### src/design/btmc_defs.vh
// Purpose: Constants for the boost/thermal and misc control registers
// Assumes: Byte-wide register port from the serial engine
// Notes:   Included by bare name; definitions only
`ifndef BTMC_DEFS_VH
`define BTMC_DEFS_VH

// ----------------------------------------------------------------------
// Register addresses
// ----------------------------------------------------------------------
`define BTMC_ADDR_BOOST_THERM   8'h06
`define BTMC_ADDR_MISC_CTRL     8'h07

// ----------------------------------------------------------------------
// Reset values
// ----------------------------------------------------------------------
`define BTMC_RST_BOOST_THERM    8'h73
`define BTMC_RST_MISC_CTRL      8'h4b
`define BTMC_RST_BYTE_ZERO      8'h00

// ----------------------------------------------------------------------
// Field positions, boost voltage / thermal register
// ----------------------------------------------------------------------
`define BTMC_BV_MSB             7
`define BTMC_BV_LSB             4
`define BTMC_BHOT_MSB           3
`define BTMC_BHOT_LSB           2
`define BTMC_DIE_MSB            1
`define BTMC_DIE_LSB            0

// ----------------------------------------------------------------------
// Field positions, misc control register
// ----------------------------------------------------------------------
`define BTMC_MISC_DETECT        7
`define BTMC_MISC_SLOWDOWN      6
`define BTMC_MISC_BATT_OFF      5
`define BTMC_MISC_MASK_CHG      1
`define BTMC_MISC_MASK_BAT      0

// ----------------------------------------------------------------------
// Boost voltage scale in mV: base plus code times step
// ----------------------------------------------------------------------
`define BTMC_BOOST_BASE_MV      13'h11c6
`define BTMC_BOOST_STEP_MV      13'h0040

// ----------------------------------------------------------------------
// Boost hot threshold codes and percent of regulator supply
// ----------------------------------------------------------------------
`define BTMC_BHOT_33            2'h0
`define BTMC_BHOT_36            2'h1
`define BTMC_BHOT_30            2'h2
`define BTMC_BHOT_OFF           2'h3
`define BTMC_PCT_33             7'h21
`define BTMC_PCT_36             7'h24
`define BTMC_PCT_30             7'h1e

// ----------------------------------------------------------------------
// Thermal regulation threshold codes and degrees C
// ----------------------------------------------------------------------
`define BTMC_DIE_60             2'h0
`define BTMC_DIE_80             2'h1
`define BTMC_DIE_100            2'h2
`define BTMC_DEGC_60            7'h3c
`define BTMC_DEGC_80            7'h50
`define BTMC_DEGC_100           7'h64
`define BTMC_DEGC_120           7'h78

`endif

### src/design/btmc_regs.v
// Purpose: Boost voltage/thermal and misc operation control registers
// Assumes: Serial engine presents byte writes and reads on core_clk_in
// Notes:   Analog loops consume the decoded outputs; pins are synced
`timescale 1ns/100ps
`default_nettype none
`include "btmc_defs.vh"

// Behaviour
// - Boost code bits 7:4 give 4.55 V plus 64 mV steps to 5.51 V.
// - Boost code resets to 0111, about 4.998 V.
// - Hot threshold bits 3:2: 00 33%, 01 36%, 10 30%, 11 disabled.
// - With 11, boost unmonitored; thermistor fault still uses 33%.
// - Thermal threshold bits 1:0: 60, 80, 100, 120 C; reset 11.
// - Boost/thermal register resets to 0x73; all fields read/write.
// - Misc control register resets to 01001011.
// - Misc bits: detect 7, slowdown 6, battery off 5, masks 1:0.
// - Detect request starts with input power, self-clears when done.
// - Slowdown bit halves safety timer rate during limiting or regulation.
// - Mask bit 1 enables charge fault interrupt, bit 0 battery fault.
module btmc_regs (
    // Clock and reset
    input  wire        core_clk_in,
    input  wire        rstn_in,
    // Register port from serial engine
    input  wire [7:0]  reg_addr_in,
    input  wire        reg_wr_in,
    input  wire [7:0]  reg_wdata_in,
    input  wire        reg_rd_in,
    output reg  [7:0]  reg_rdata_out,
    // Analog and status pins
    input  wire        input_power_in,
    input  wire        detect_done_in,
    input  wire        in_limit_in,
    input  wire        thermal_reg_in,
    input  wire        charge_fault_in,
    input  wire        battery_fault_in,
    // Same-domain safety timer base tick
    input  wire        timer_tick_in,
    // Boost and thermal controls
    output reg  [3:0]  boost_voltage_code_out,
    output reg  [12:0] boost_target_mv_out,
    output reg  [6:0]  boost_hot_pct_out,
    output reg         boost_temp_mon_en_out,
    output reg  [6:0]  thermistor_fault_pct_out,
    output reg  [6:0]  thermal_reg_threshold_out,
    // Misc controls
    output reg         detect_start_out,
    output reg         battery_switch_off_out,
    output reg         safety_tick_out,
    output reg         int_req_out
);

    // ------------------------------------------------------------------
    // Reset synchroniser and pin synchronisers
    // ------------------------------------------------------------------
    reg        rst_meta_q;
    reg        rst_n_q;
    wire [5:0] pins_sync;
    wire       vbus_ok;
    wire       det_done;
    wire       limiting;
    wire       chg_fault;
    wire       battery_fault;

    // Release is synchronous so the registers leave reset together
    always @(posedge core_clk_in or negedge rstn_in) begin
        if (!rstn_in) begin
            rst_meta_q <= 1'b0;
            rst_n_q    <= 1'b0;
        end else begin
            rst_meta_q <= 1'b1;
            rst_n_q    <= rst_meta_q;
        end
    end

    btmc_sync #(
        .WIDTH (6)
    ) u_sync (
        .core_clk_in (core_clk_in),
        .rst_n_in    (rst_n_q),
        .async_in    ({input_power_in, detect_done_in, in_limit_in,
                       thermal_reg_in, charge_fault_in, battery_fault_in}),
        .sync_out    (pins_sync)
    );

    assign vbus_ok   = pins_sync[5];
    assign det_done  = pins_sync[4];
    assign limiting  = pins_sync[3] | pins_sync[2];
    assign chg_fault = pins_sync[1];
    assign battery_fault = pins_sync[0];

    // ------------------------------------------------------------------
    // Register file
    // ------------------------------------------------------------------
    reg  [7:0] boost_therm_q;
    reg  [7:0] misc_ctrl_q;
    reg  [7:0] misc_ctrl_d;
    wire       wr_boost;
    wire       wr_misc;

    // Address match, shared by write and read paths
    function addr_hit;
        input [7:0] addr;
        input [7:0] target;
        begin
            addr_hit = (addr == target);
        end
    endfunction

    assign wr_boost = reg_wr_in & addr_hit(reg_addr_in,
                                           `BTMC_ADDR_BOOST_THERM);
    assign wr_misc  = reg_wr_in & addr_hit(reg_addr_in,
                                           `BTMC_ADDR_MISC_CTRL);

    always @(posedge core_clk_in or negedge rst_n_q) begin
        if (!rst_n_q) begin
            boost_therm_q <= `BTMC_RST_BOOST_THERM;
        end else if (wr_boost) begin
            boost_therm_q <= reg_wdata_in;
        end
    end

    // Misc next value; a host write wins over the self-clear
    always @* begin
        misc_ctrl_d = misc_ctrl_q;
        if (det_done) begin
            misc_ctrl_d[`BTMC_MISC_DETECT] = 1'b0;
        end
        if (wr_misc) begin
            misc_ctrl_d = reg_wdata_in;
        end
    end

    always @(posedge core_clk_in or negedge rst_n_q) begin
        if (!rst_n_q) begin
            misc_ctrl_q <= `BTMC_RST_MISC_CTRL;
        end else begin
            misc_ctrl_q <= misc_ctrl_d;
        end
    end

    // Registered read data; unmapped addresses read zero
    always @(posedge core_clk_in or negedge rst_n_q) begin
        if (!rst_n_q) begin
            reg_rdata_out <= `BTMC_RST_BYTE_ZERO;
        end else if (reg_rd_in) begin
            if (addr_hit(reg_addr_in, `BTMC_ADDR_BOOST_THERM)) begin
                reg_rdata_out <= boost_therm_q;
            end else if (addr_hit(reg_addr_in, `BTMC_ADDR_MISC_CTRL)) begin
                reg_rdata_out <= misc_ctrl_q;
            end else begin
                reg_rdata_out <= `BTMC_RST_BYTE_ZERO;
            end
        end
    end

    // ------------------------------------------------------------------
    // Boost and thermal decode
    // ------------------------------------------------------------------
    wire [3:0] bv_code;
    wire [1:0] bhot_code;
    wire [1:0] die_code;

    assign bv_code   = boost_therm_q[`BTMC_BV_MSB:`BTMC_BV_LSB];
    assign bhot_code = boost_therm_q[`BTMC_BHOT_MSB:`BTMC_BHOT_LSB];
    assign die_code  = boost_therm_q[`BTMC_DIE_MSB:`BTMC_DIE_LSB];

    // Decoded outputs registered to keep analog trims glitch free
    always @(posedge core_clk_in or negedge rst_n_q) begin
        if (!rst_n_q) begin
            boost_voltage_code_out    <= 4'h0;
            boost_target_mv_out       <= 13'h0000;
            boost_hot_pct_out         <= 7'h00;
            boost_temp_mon_en_out     <= 1'b0;
            thermistor_fault_pct_out  <= 7'h00;
            thermal_reg_threshold_out <= 7'h00;
        end else begin
            boost_voltage_code_out <= bv_code;
            boost_target_mv_out    <= `BTMC_BOOST_BASE_MV +
                                      {3'h0, bv_code, 6'h00};
            case (bhot_code)
                `BTMC_BHOT_33: begin
                    boost_hot_pct_out     <= `BTMC_PCT_33;
                    boost_temp_mon_en_out <= 1'b1;
                end
                `BTMC_BHOT_36: begin
                    boost_hot_pct_out     <= `BTMC_PCT_36;
                    boost_temp_mon_en_out <= 1'b1;
                end
                `BTMC_BHOT_30: begin
                    boost_hot_pct_out     <= `BTMC_PCT_30;
                    boost_temp_mon_en_out <= 1'b1;
                end
                default: begin
                    boost_hot_pct_out     <= `BTMC_PCT_33;
                    boost_temp_mon_en_out <= 1'b0;
                end
            endcase
            if (bhot_code == `BTMC_BHOT_OFF) begin
                thermistor_fault_pct_out <= `BTMC_PCT_33;
            end else begin
                thermistor_fault_pct_out <= boost_hot_pct_out_d(bhot_code);
            end
            case (die_code)
                `BTMC_DIE_60:  thermal_reg_threshold_out <= `BTMC_DEGC_60;
                `BTMC_DIE_80:  thermal_reg_threshold_out <= `BTMC_DEGC_80;
                `BTMC_DIE_100: thermal_reg_threshold_out <= `BTMC_DEGC_100;
                default:        thermal_reg_threshold_out <= `BTMC_DEGC_120;
            endcase
        end
    end

    // Percent lookup for the active hot threshold code
    function [6:0] boost_hot_pct_out_d;
        input [1:0] code;
        begin
            case (code)
                `BTMC_BHOT_36: boost_hot_pct_out_d = `BTMC_PCT_36;
                `BTMC_BHOT_30: boost_hot_pct_out_d = `BTMC_PCT_30;
                default:       boost_hot_pct_out_d = `BTMC_PCT_33;
            endcase
        end
    endfunction

    // ------------------------------------------------------------------
    // Forced detection, battery switch, safety tick, interrupt
    // ------------------------------------------------------------------
    reg det_arm_q;
    reg half_q;
    reg chg_fault_q;
    reg battery_fault_q;

    always @(posedge core_clk_in or negedge rst_n_q) begin
        if (!rst_n_q) begin
            det_arm_q              <= 1'b0;
            detect_start_out       <= 1'b0;
            battery_switch_off_out <= 1'b0;
            half_q                 <= 1'b0;
            safety_tick_out        <= 1'b0;
            chg_fault_q            <= 1'b0;
            battery_fault_q            <= 1'b0;
            int_req_out            <= 1'b0;
        end else begin
            det_arm_q        <= misc_ctrl_q[`BTMC_MISC_DETECT] & vbus_ok;
            detect_start_out <= misc_ctrl_q[`BTMC_MISC_DETECT] & vbus_ok &
                                ~det_arm_q;
            battery_switch_off_out <= misc_ctrl_q[`BTMC_MISC_BATT_OFF];
            if (timer_tick_in) begin
                half_q <= ~half_q;
            end
            if (misc_ctrl_q[`BTMC_MISC_SLOWDOWN] & limiting) begin
                safety_tick_out <= timer_tick_in & half_q;
            end else begin
                safety_tick_out <= timer_tick_in;
            end
            chg_fault_q <= chg_fault;
            battery_fault_q <= battery_fault;
            int_req_out <= (chg_fault & ~chg_fault_q &
                            misc_ctrl_q[`BTMC_MISC_MASK_CHG]) |
                           (battery_fault & ~battery_fault_q &
                            misc_ctrl_q[`BTMC_MISC_MASK_BAT]);
        end
    end

endmodule

`default_nettype wire

### src/design/btmc_sync.v
// Purpose: Two-stage synchroniser for a group of pin inputs
// Assumes: Inputs are levels slow against core_clk_in
// Notes:   First stage is read only by the second stage
`timescale 1ns/100ps
`default_nettype none

module btmc_sync #(
    parameter WIDTH = 5
) (
    // Clock and reset
    input  wire             core_clk_in,
    input  wire             rst_n_in,
    // Data
    input  wire [WIDTH-1:0] async_in,
    output wire [WIDTH-1:0] sync_out
);

    reg [WIDTH-1:0] meta_q;
    reg [WIDTH-1:0] sync_q;

    // ------------------------------------------------------------------
    // Two flip-flops per bit
    // ------------------------------------------------------------------
    genvar i;
    generate
        for (i = 0; i < WIDTH; i = i + 1) begin : g_bit
            // Per-bit pair keeps metastability local
            always @(posedge core_clk_in or negedge rst_n_in) begin
                if (!rst_n_in) begin
                    meta_q[i] <= 1'b0;
                    sync_q[i] <= 1'b0;
                end else begin
                    meta_q[i] <= async_in[i];
                    sync_q[i] <= meta_q[i];
                end
            end
        end
    endgenerate

    assign sync_out = sync_q;

endmodule

`default_nettype wire

### config.mk
export PLATFORM = sky130hd
export DESIGN_NAME = btmc_regs
export DESIGN_NICKNAME = d
export VERILOG_FILES = /design/src/design/btmc_regs.v /design/src/design/btmc_sync.v
export VERILOG_INCLUDE_DIRS = /design/src /design/src/design
export SDC_FILE = /design/constraint.sdc
export NUM_CORES = 1
export LEC_CHECK = 0
export BUFFER_PORTS_ARGS = -buffer_cell sky130_fd_sc_hd__buf_2
export CORE_ASPECT_RATIO = 1.2
export CORE_MARGIN = 4
export CORE_UTILIZATION = 50
export DETAILED_ROUTE_END_ITERATION = 10
export GPL_ROUTABILITY_DRIVEN = 0
export PLACE_DENSITY_LB_ADDON = 0.15
export SLEW_MARGIN = 20
export SYNTH_ARGS = -nofsm -noshare
export SYNTH_HDL_FRONTEND = slang
export SYNTH_SLANG_ARGS = --single-unit
### constraint.sdc
create_clock -name core_clk_in -period 2.4 [get_ports core_clk_in]
set_input_delay 0.12 -clock core_clk_in [delete_from_list [all_inputs] [get_ports core_clk_in]]
set_output_delay 0.12 -clock core_clk_in [all_outputs]
set_load 0.05 [all_outputs]
== After elaboration in Yosys (flattened, before gate mapping) ==
Cells that the tools add are included.
Word-level totals
  ROM bits: 0
  bits in registers: 85
  RAM bits: 0
  memories kept: 0
  bits in latches: 0
  logic and storage cells: 69
Operators by class
  add/sub/neg operators: 1
  shift operators: 0
  reductions and logical operators: 4
  order comparisons: 0
  bitwise logic cells: 16
  eq/ne operators: 7
  div/mod/pow operators: 0
  $mul: 0
  muxes and demuxes: 9
Operator list (number)
  two-way mux 8 bit: 3
  case mux 7 bit (3 select lines): 1
  == test 8 x 3 -> 1 bit, second input constant: 2
  adder 13 x 10 -> 13 bit, first input constant: 1
  case mux 6 bit (2 select lines): 1
  bitwise AND 1 bit: 10
  two-way mux 7 bit: 1
  == test 2 bit, second input constant: 3
  == test 2 x 1 -> 1 bit, second input constant: 2
  zero test 2 bit: 2
  inverter 1 bit: 4
  two-way mux 1 bit: 3
  OR reduction 3 bit: 1
  OR 1 bit: 2
  nonzero test 2 bit: 1

== Logic depth before layout (Yosys ltp) ==
Gate-level depths: netlist of run 1.
  depth in word-level cells: 4
  depth in mapped cells: 4

== By module ==
Synthesis of run 1 repeated with hierarchy kept, for this count alone.
Unflattened totals
  cells, all modules: 181
  area total of the unflattened synthesis: 2547.4 um^2
Modules (own cells, without submodules)
  btmc_regs: cells an instance 169, sequential area each 1362.6 um^2, area each 2247.2 um^2, times used 1
  btmc_sync: cells an instance 12, sequential area each 300.3 um^2, area each 300.3 um^2, times used 1

== Worst setup path after synthesis of run 1 ==
Ideal clock, no wire load.
  path kind: reg-to-reg
  start point: register boost_therm_q[0]
  end point: register thermal_reg_threshold_out[2]
  clock period less this slack: 1.178 ns
  data arrival time: 1.051 ns
  required time: 2.273 ns
  path slack: 1.222 ns
  library setup time: 0.127 ns
  buffers on the path: 0
  stages on the path, launching flop included: 4
  cells stage by stage: dfstp_2 > inv_1 > ha_1 > or2_2
Between the ends
  longest elaborated chain between the ends: 2
RTL lines
  start: declaration: line btmc_regs.v:95  | reg [7:0] boost_therm_q;
  start signal: assignment: line btmc_regs.v:117  | boost_therm_q <= `BTMC_RST_BOOST_THERM;
  start signal: assignment: line btmc_regs.v:119  | boost_therm_q <= reg_wdata_in;
  == test 2 bit (tied with other cells): line btmc_regs.v:204  | case (die_code)
  case mux 7 bit (3 select lines) (*): line btmc_regs.v:204
  end signal: assignment: line btmc_regs.v:205  | `BTMC_DIE_60: thermal_reg_threshold_out <= `BTMC_DEGC_60;
  end signal: assignment: line btmc_regs.v:206  | `BTMC_DIE_80: thermal_reg_threshold_out <= `BTMC_DEGC_80;
  end signal: assignment: line btmc_regs.v:207  | `BTMC_DIE_100: thermal_reg_threshold_out <= `BTMC_DEGC_100;
  end: declaration: line btmc_regs.v:45  | output reg [6:0] thermal_reg_threshold_out,
Every way passes the cells marked *; elsewhere a longest branch is shown, timed or not.
A chain may end at the register's enable or synchronous reset.

== Worst setup path in the final report of run 1 ==
  start point: register boost_therm_q[1]
  end point: register thermal_reg_threshold_out[2]
The elaborated chain is that of the path after synthesis.

==> results of run 1 <==
-- timing repair --
item | in CTS | in global routing
hold endpoints to repair | 9 | 0
buffers inserted | 0 | 0
hold buffers | 8 | 0
gates resized for setup | 0 | 0
-- logic make-up after synthesis --
family                   Yosys count  synth area share, %
flip-flops                        66                 65.2
multiplexers                      24                 10.7
AND/OR/NAND/NOR                   22                 6.28
XOR/XNOR                           3                 1.03
buffers and inverters             45                 9.46
other                              2                0.294
AO/OA/AOI/OAI                     10                 2.60
adder cells (fa/ha/maj)            9                 4.41
-- critical path, cell delays in order, from the launching register on --
cell and delay [ns]:
dfstp_2 0.58, inv_1 0.08, ha_1 0.17, or2_2 0.28
-- final timing paths --
kind / slack, ns / endpoint / startpoint
max in group asynchronous: 1.44 / boost_therm_q[5] / rst_n_q
min reg2reg: 0.30 / reg_rdata_out[0] / rst_n_q
min in group asynchronous: 0.09 / rst_meta_q / rstn_in
min: 0.03 / misc_ctrl_q[6] / reg_wdata_in[6]
max: 1.18 / thermal_reg_threshold_out[2] / boost_therm_q[1]
max reg2reg: 1.18 / thermal_reg_threshold_out[2] / boost_therm_q[1]
-- flip-flops by register name, indices dropped and copies added (netlist names), 4 cells and up --
name                       cells
boost_target_mv_out            6
u_sync.meta_q                  6
boost_therm_q                  8
thermistor_fault_pct_out       4
misc_ctrl_q                    8
thermal_reg_threshold_out      5
reg_rdata_out                  8
u_sync.sync_out                6
boost_voltage_code_out         4
-- power by group --
group | total (mW) | switching (mW) | internal (mW)
combinational | 0.308 | 0.222 | 0.0858
clock | 0.928 | 0.398 | 0.530
sequential | 1.22 | 0.0382 | 1.18
-- per-layer routing --
layer | vias to the layer above | GRT usage [%] | wire length [um]
li1 | 702 | - | -
met1 | 697 | 17.5 | 1670
met2 | 52 | 24.7 | 2110
met3 | 7 | 6.84 | 392
met4 | 0 | 7.05 | 71
met5 | - | 0 | 0
-- stage by stage --
| stage | total power [mW] | hold slack [ns] | worst slack [ns] | utilization, % | area, sq um |
|---|---|---|---|---|---|
| 2_1_floorplan | 1.48 | -0.176 | 0.442 | - | 2580 |
| 3_3_place_gp | 1.53 | -0.0936 | 1.16 | 58.0 | 2870 |
| 3_5_place_dp | 1.54 | -0.0940 | 1.13 | 58.0 | 2870 |
| 4_1_cts | 2.49 | 0.0120 | 1.18 | 63.8 | 3150 |
| 5_1_grt | 2.57 | 0.0173 | 1.14 | 63.8 | 3150 |
| 6_report | 2.45 | 0.0283 | 1.18 | 63.8 | 3150 |
-- cell type report --
cell class / count / share of cell area [%]
Clock buffer: 11 / 4.81
Clock inverter: 5 / 1.67
Inverter: 23 / 2.74
Multi-Input combinational cell: 79 / 21.6
Sequential cell: 66 / 52.8
Tap cell: 60 / 2.38
Timing Repair Buffer: 77 / 14.0
-- cell usage in the layout, fill, tap and decap left out --
master         Yosys  final
conb_1             2     11
dfstp_2            9      9
dfrtp_1           57     56
bufinv_16          0      1
clkinv_2           0      3
clkbuf_8           0     11
and2_1             1      1
a21boi_0           1      1
or2_2              1      1
nor2b_1            2      2
xor2_1             2      2
inv_1             23     23
nand2_1           10     10
o31a_1             1      1
nand4_4            1      1
dlygate4sd3_1      0      8
nor3_1             1      1
buf_12             0      1
nor2_1             1      1
o22ai_1            8      8
and4bb_2           1      1
ha_1               9      9
clkinvlp_4         0      1
xnor2_1            1      1
nand3b_1           2      2
nor3_4             1      1
mux2_2            23     23
buf_2              1     68
nand4b_4           1      1
mux2_4             1      1
dfrtp_2            0      1
==> impl_metrics.toml, run 1 <==
[outcome]
outcome = "finished clean"

[logic_synthesis]
post-synth-top-count-cell = "dfrtp_1"
ys_seq_area_share_pct = 65.2
ys_ff_latch = 66
yosys_top_cell_area_share_pct = 55.9
post_synth_instance_area_sq_mm = 0.00255
synthesis.yosys.warnings = 0
syn-mean-instance-area_sq_um = 14.1
syn-instance-count = 181
dominantRegCellSynth = "dfrtp_1"
number_of_synthesized_flops_with_an_enable_pin = 0
synth-async-reset-ratio_pct = 100
synth.top_cells.by_area = "dfrtp_1 (56%), mux2_2 (10%), dfstp_2 (9.3%)"
synth_largest_area_cell = "dfrtp_1"
synth.top_cells.by_count = "dfrtp_1 (57), inv_1 (23), mux2_2 (23)"
synth.distinct_cells = 27

[routing]
drc_errors = 0
detail-route-antenna-nets = 0
wl_per_cell_um = 13.2
drt-pass1-iter-count = 4
dr_total_vias = 1458
wl_um = 4250
vias_per_cell = 4.54
first_iter_violations = 47

[final_layout]
antenna_cells = 0
final_layout_size_suffix_gt1_share_pct = 47.5
post_layout_nonfiller_instances = 321
multi_input_area_sq_um = 681
final.fill_count = 408
layout-area-overhead-vs-synth_pct = 23.5
final-seq-area_sq_mm = 0.00166
nNetsFinal = 292

[hold_path]
min-delay-path-class = "in -> reg"
worst_hold_path.num_cells = 2

[timing]
worst_pin_slew_ns = 0.663
grt_setup_unrepaired = "false"
timing.final.max_slew_violations = 0
finalHoldViolations = 0
final.setup.tns_ns = 0
max_freq_mhz = 818
post-route-min-period_ns = 1.22
worst_relative_slew_slack_pct = 55.8
timing.clock.skew_ns = 0.00591
finalCritPeriodShare_pct = 50.9
final_setup_violation_count = 0

[die]
core_area_sq_mm = 0.00494
floorplan.initialDensity_pct = 51.6
row_count = 28
fp.dieH_um = 86.3
fp.dieW_um = 73.2
dieArea_sq_mm = 0.00631
pin_count = 78

[power_and_ir_drop]
leakagePower_nw = 1.60
power_density_mw_per_mm2 = 778
vdd.ir_drop.worst_mv = 0.642

[critical_path]
worstRegToRegCells = 3
critPathLaunchType = "register"
path_class = "reg -> reg"
critical_path.max_fanout = 5
crit_required_ns = 2.62
crit_arrival_ns = 1.44
endpoint_kind = "register"

[clocking]
ctsLongestPathBuffers = 2
h-tree-depth = 3
clk_latency_worst_skew_pair_ns = 0.34
cts-root-buf = "clkbuf_8"
cts_num_sinks = 66
tritoncts = "built"
cts.clk_slew.worst_paths_ns = 0.07
tritoncts.num_buffers = 9

[grt]
vias_in_the_first_global_route = 1487
grt_antenna_before_repair = 0
first_pass_grt_wire_length_um = 7090
grt_max_degree = 35
grt_usage_pct = 15.4
remaining_overflow_grt = 0

[placement]
post-place-cells = 297
placement.io_buffers = 68
dp_hpwl_um = 2890

[run]
max_cap_viol_count = 0
No activity file was read; power rests on OpenSTA's default activity.
==> inputs of run 2 (changes only) <==
- CORE_UTILIZATION: 50 -> 45
- clock period: 2.4 -> 1.1 ns (I/O delays scaled with it)
==> run 2 against run 1 <==
  * Sequential share of layout area decreased by 3.2 points
  * Clock power increased by 130%
  * Routed wire length increased by 3.9%
  * First-iteration DRC count increased by 43%
  * Clock skew increased by 0.0016 ns
  * Hold slack improved by 0.020 ns
  * Highest routed layer unchanged
==> impl_metrics.toml, run 2 (synthesis gave the netlist of run 1 again) <==
[outcome]
outcome = "finished clean"

[clocking]
cts-root-buf = "clkbuf_8"
h-tree-depth = 3
cts_num_sinks = 66
tritoncts.num_buffers = 9
tritoncts = "built"
cts.clk_slew.worst_paths_ns = 0.07
ctsLongestPathBuffers = 2
clk_latency_worst_skew_pair_ns = 0.33

[power_and_ir_drop]
share_clk_of_total_power_pct = 39.1
power_switching_mw = 1.42
power_density_mw_per_mm2 = 1660
switching_share_pct = 25.5
power.share.combinational_pct = 13.4
power_report.internal_total_mw = 4.15
vdd.ir_drop.worst_mv = 1.21
sequentialPowerShare_pct = 47.5
leakagePower_nw = 1.68

[final_layout]
biggestRegsByFlops = "boost_therm_q: 8 flops, misc_ctrl_q: 8 flops, reg_rdata_out: 8 flops"
layout-area-overhead-vs-synth_pct = 31.7
layout_commonest_cell = "buf_2"
antenna_cells = 0
final_layout_size_suffix_gt1_share_pct = 48.7
nNetsFinal = 310
final.fill_count = 436
mostFrequentLayoutCells = "buf_2 (62), dfrtp_1 (55), mux2_2 (23)"

[timing]
max_freq_mhz = 920
timing.clock.skew_ns = 0.00755
timing.final.max_slew_violations = 0
final_setup_violation_count = 0
finalCritPeriodShare_pct = 98.8
grt_setup_unrepaired = "true"
finalHoldViolations = 0
hold_ws_ns = 0.0486
post-route-min-period_ns = 1.09
setup_ws_ns = 0.0132

[die]
core_area_sq_mm = 0.00541
dieArea_sq_mm = 0.00694
row_count = 29
pin_count = 78
floorplan.initialDensity_pct = 47.2
fp.dieW_um = 76.7
fp.dieH_um = 90.5

[placement]
dp_worst_setup_slack_ns = -0.124
placement.io_buffers = 68
dp_hpwl_um = 3140

[critical_path]
slowest_delay_ns = 0.54
path_class = "reg -> reg"
r2r_start = "boost_therm_q[1]"
endpoint_kind = "register"
timing.critical_path.max_delay_family = "flip-flops"
worstRegToRegCells = 3
crit_arrival_ns = 1.30
crit_path_top_delay_cell = "dfstp_2"
critical_path.max_fanout = 3
path_cells = "inv_2 -> ha_4 -> or2_4"
critPathLaunchType = "register"
r2r_slack_ns = 0.01
cp.buffers_inverters = 1
timing.rr.end = "thermal_reg_threshold_out[2]"
crit_required_ns = 1.32

[routing]
detail-route-antenna-nets = 0
wl_per_cell_um = 12.9
first_iter_violations = 67
dr_total_vias = 1526
vias_per_cell = 4.48
wl_um = 4410
drt-pass1-iter-count = 3
drc_errors = 0

[grt]
remaining_overflow_grt = 0
vias_in_the_first_global_route = 1598
grt_usage_pct = 13.9
grt_max_degree = 28
grt_antenna_before_repair = 0
first_pass_grt_wire_length_um = 7490

[run]
max_cap_viol_count = 0

[hold_path]
min-delay-path-class = "in -> async"
-- run 2: per-stage QoR --
| stage | utilization [%] | power [mW] | cell area [sq um] | setup TNS (ns) | std cells |
|---|---|---|---|---|---|
| final | 62.2 | 5.57 | 3360 | 0 | 341 |
| after global routing | 62.2 | 5.81 | 3360 | -0.00966 | 341 |
| after CTS | 61.4 | 5.64 | 3320 | 0 | 340 |
| after detailed placement | 54.5 | 3.38 | 2940 | -1.09 | 308 |
| after global placement | 54.5 | 3.38 | 2940 | -0.838 | 308 |
| after floorplan | - | 3.23 | 2590 | 0 | 190 |
-- run 2: cell type report --
cell class                 instances  area (sq um)  area share (%)
sequential                        66          1670            49.6
multi-input combinational         79           698            20.8
timing repair buffer              95           614            18.3
clock buffer                      13           149            4.43
inverter                          23          88.8            2.64
tap                               62          77.6            2.31
clock inverter                     3          65.1            1.94
-- run 2: repair_timing --
item | CTS | global route
hold buffers | 16 | 0
hold endpoints to repair | 26 | 0
resized for setup | 0 | 17
endpoints found under the setup margin | 0 | 8
setup buffers | 0 | 1
-- run 2: worst reg2reg max path, delay by kind of cell, from the launching register on --
family                     cells  cell delay, ns
adders and majority gates      1            0.15
buffers and inverters          1            0.06
DFF                            1            0.54
and+or+nand+nor                1            0.23
-- run 2: how the worst max path moves through the flow --
stage,cells past startpoint,slack [ns],endpoint,from
6_report,3,0.01,thermal_reg_threshold_out[2],boost_therm_q[1]
5_1_grt,3,-0.009,thermal_reg_threshold_out[2],boost_therm_q[0]
4_1_cts,1,0.01,thermistor_fault_pct_out[3],thermistor_fault_pct_out[4]
3_5_place_dp,4,-0.12,boost_therm_q[7],reg_addr_in[3]
3_3_place_gp,4,-0.1,boost_therm_q[7],reg_addr_in[3]
2_1_floorplan,3,0.003,thermal_reg_threshold_out[2],boost_therm_q[1]
-- run 2: per-layer routing --
layer | share of wire, % | up-vias | GRT usage [%]
li1 | - | 739 | -
met1 | 39 | 732 | 15.5
met2 | 53 | 49 | 22.8
met3 | 7.1 | 6 | 5.09
met4 | 1.6 | 0 | 7.70
met5 | 0 | - | 0
-- run 2: power by group through the flow --
stage | clock network (mW) | logic, mW | registers (mW)
3_3_place_gp | 0 | 0.689 | 2.69
6_report | 2.18 | 0.747 | 2.64
3_5_place_dp | 0 | 0.693 | 2.69
5_1_grt | 2.34 | 0.800 | 2.66
2_1_floorplan | 0 | 0.331 | 2.90
4_1_cts | 2.25 | 0.741 | 2.65
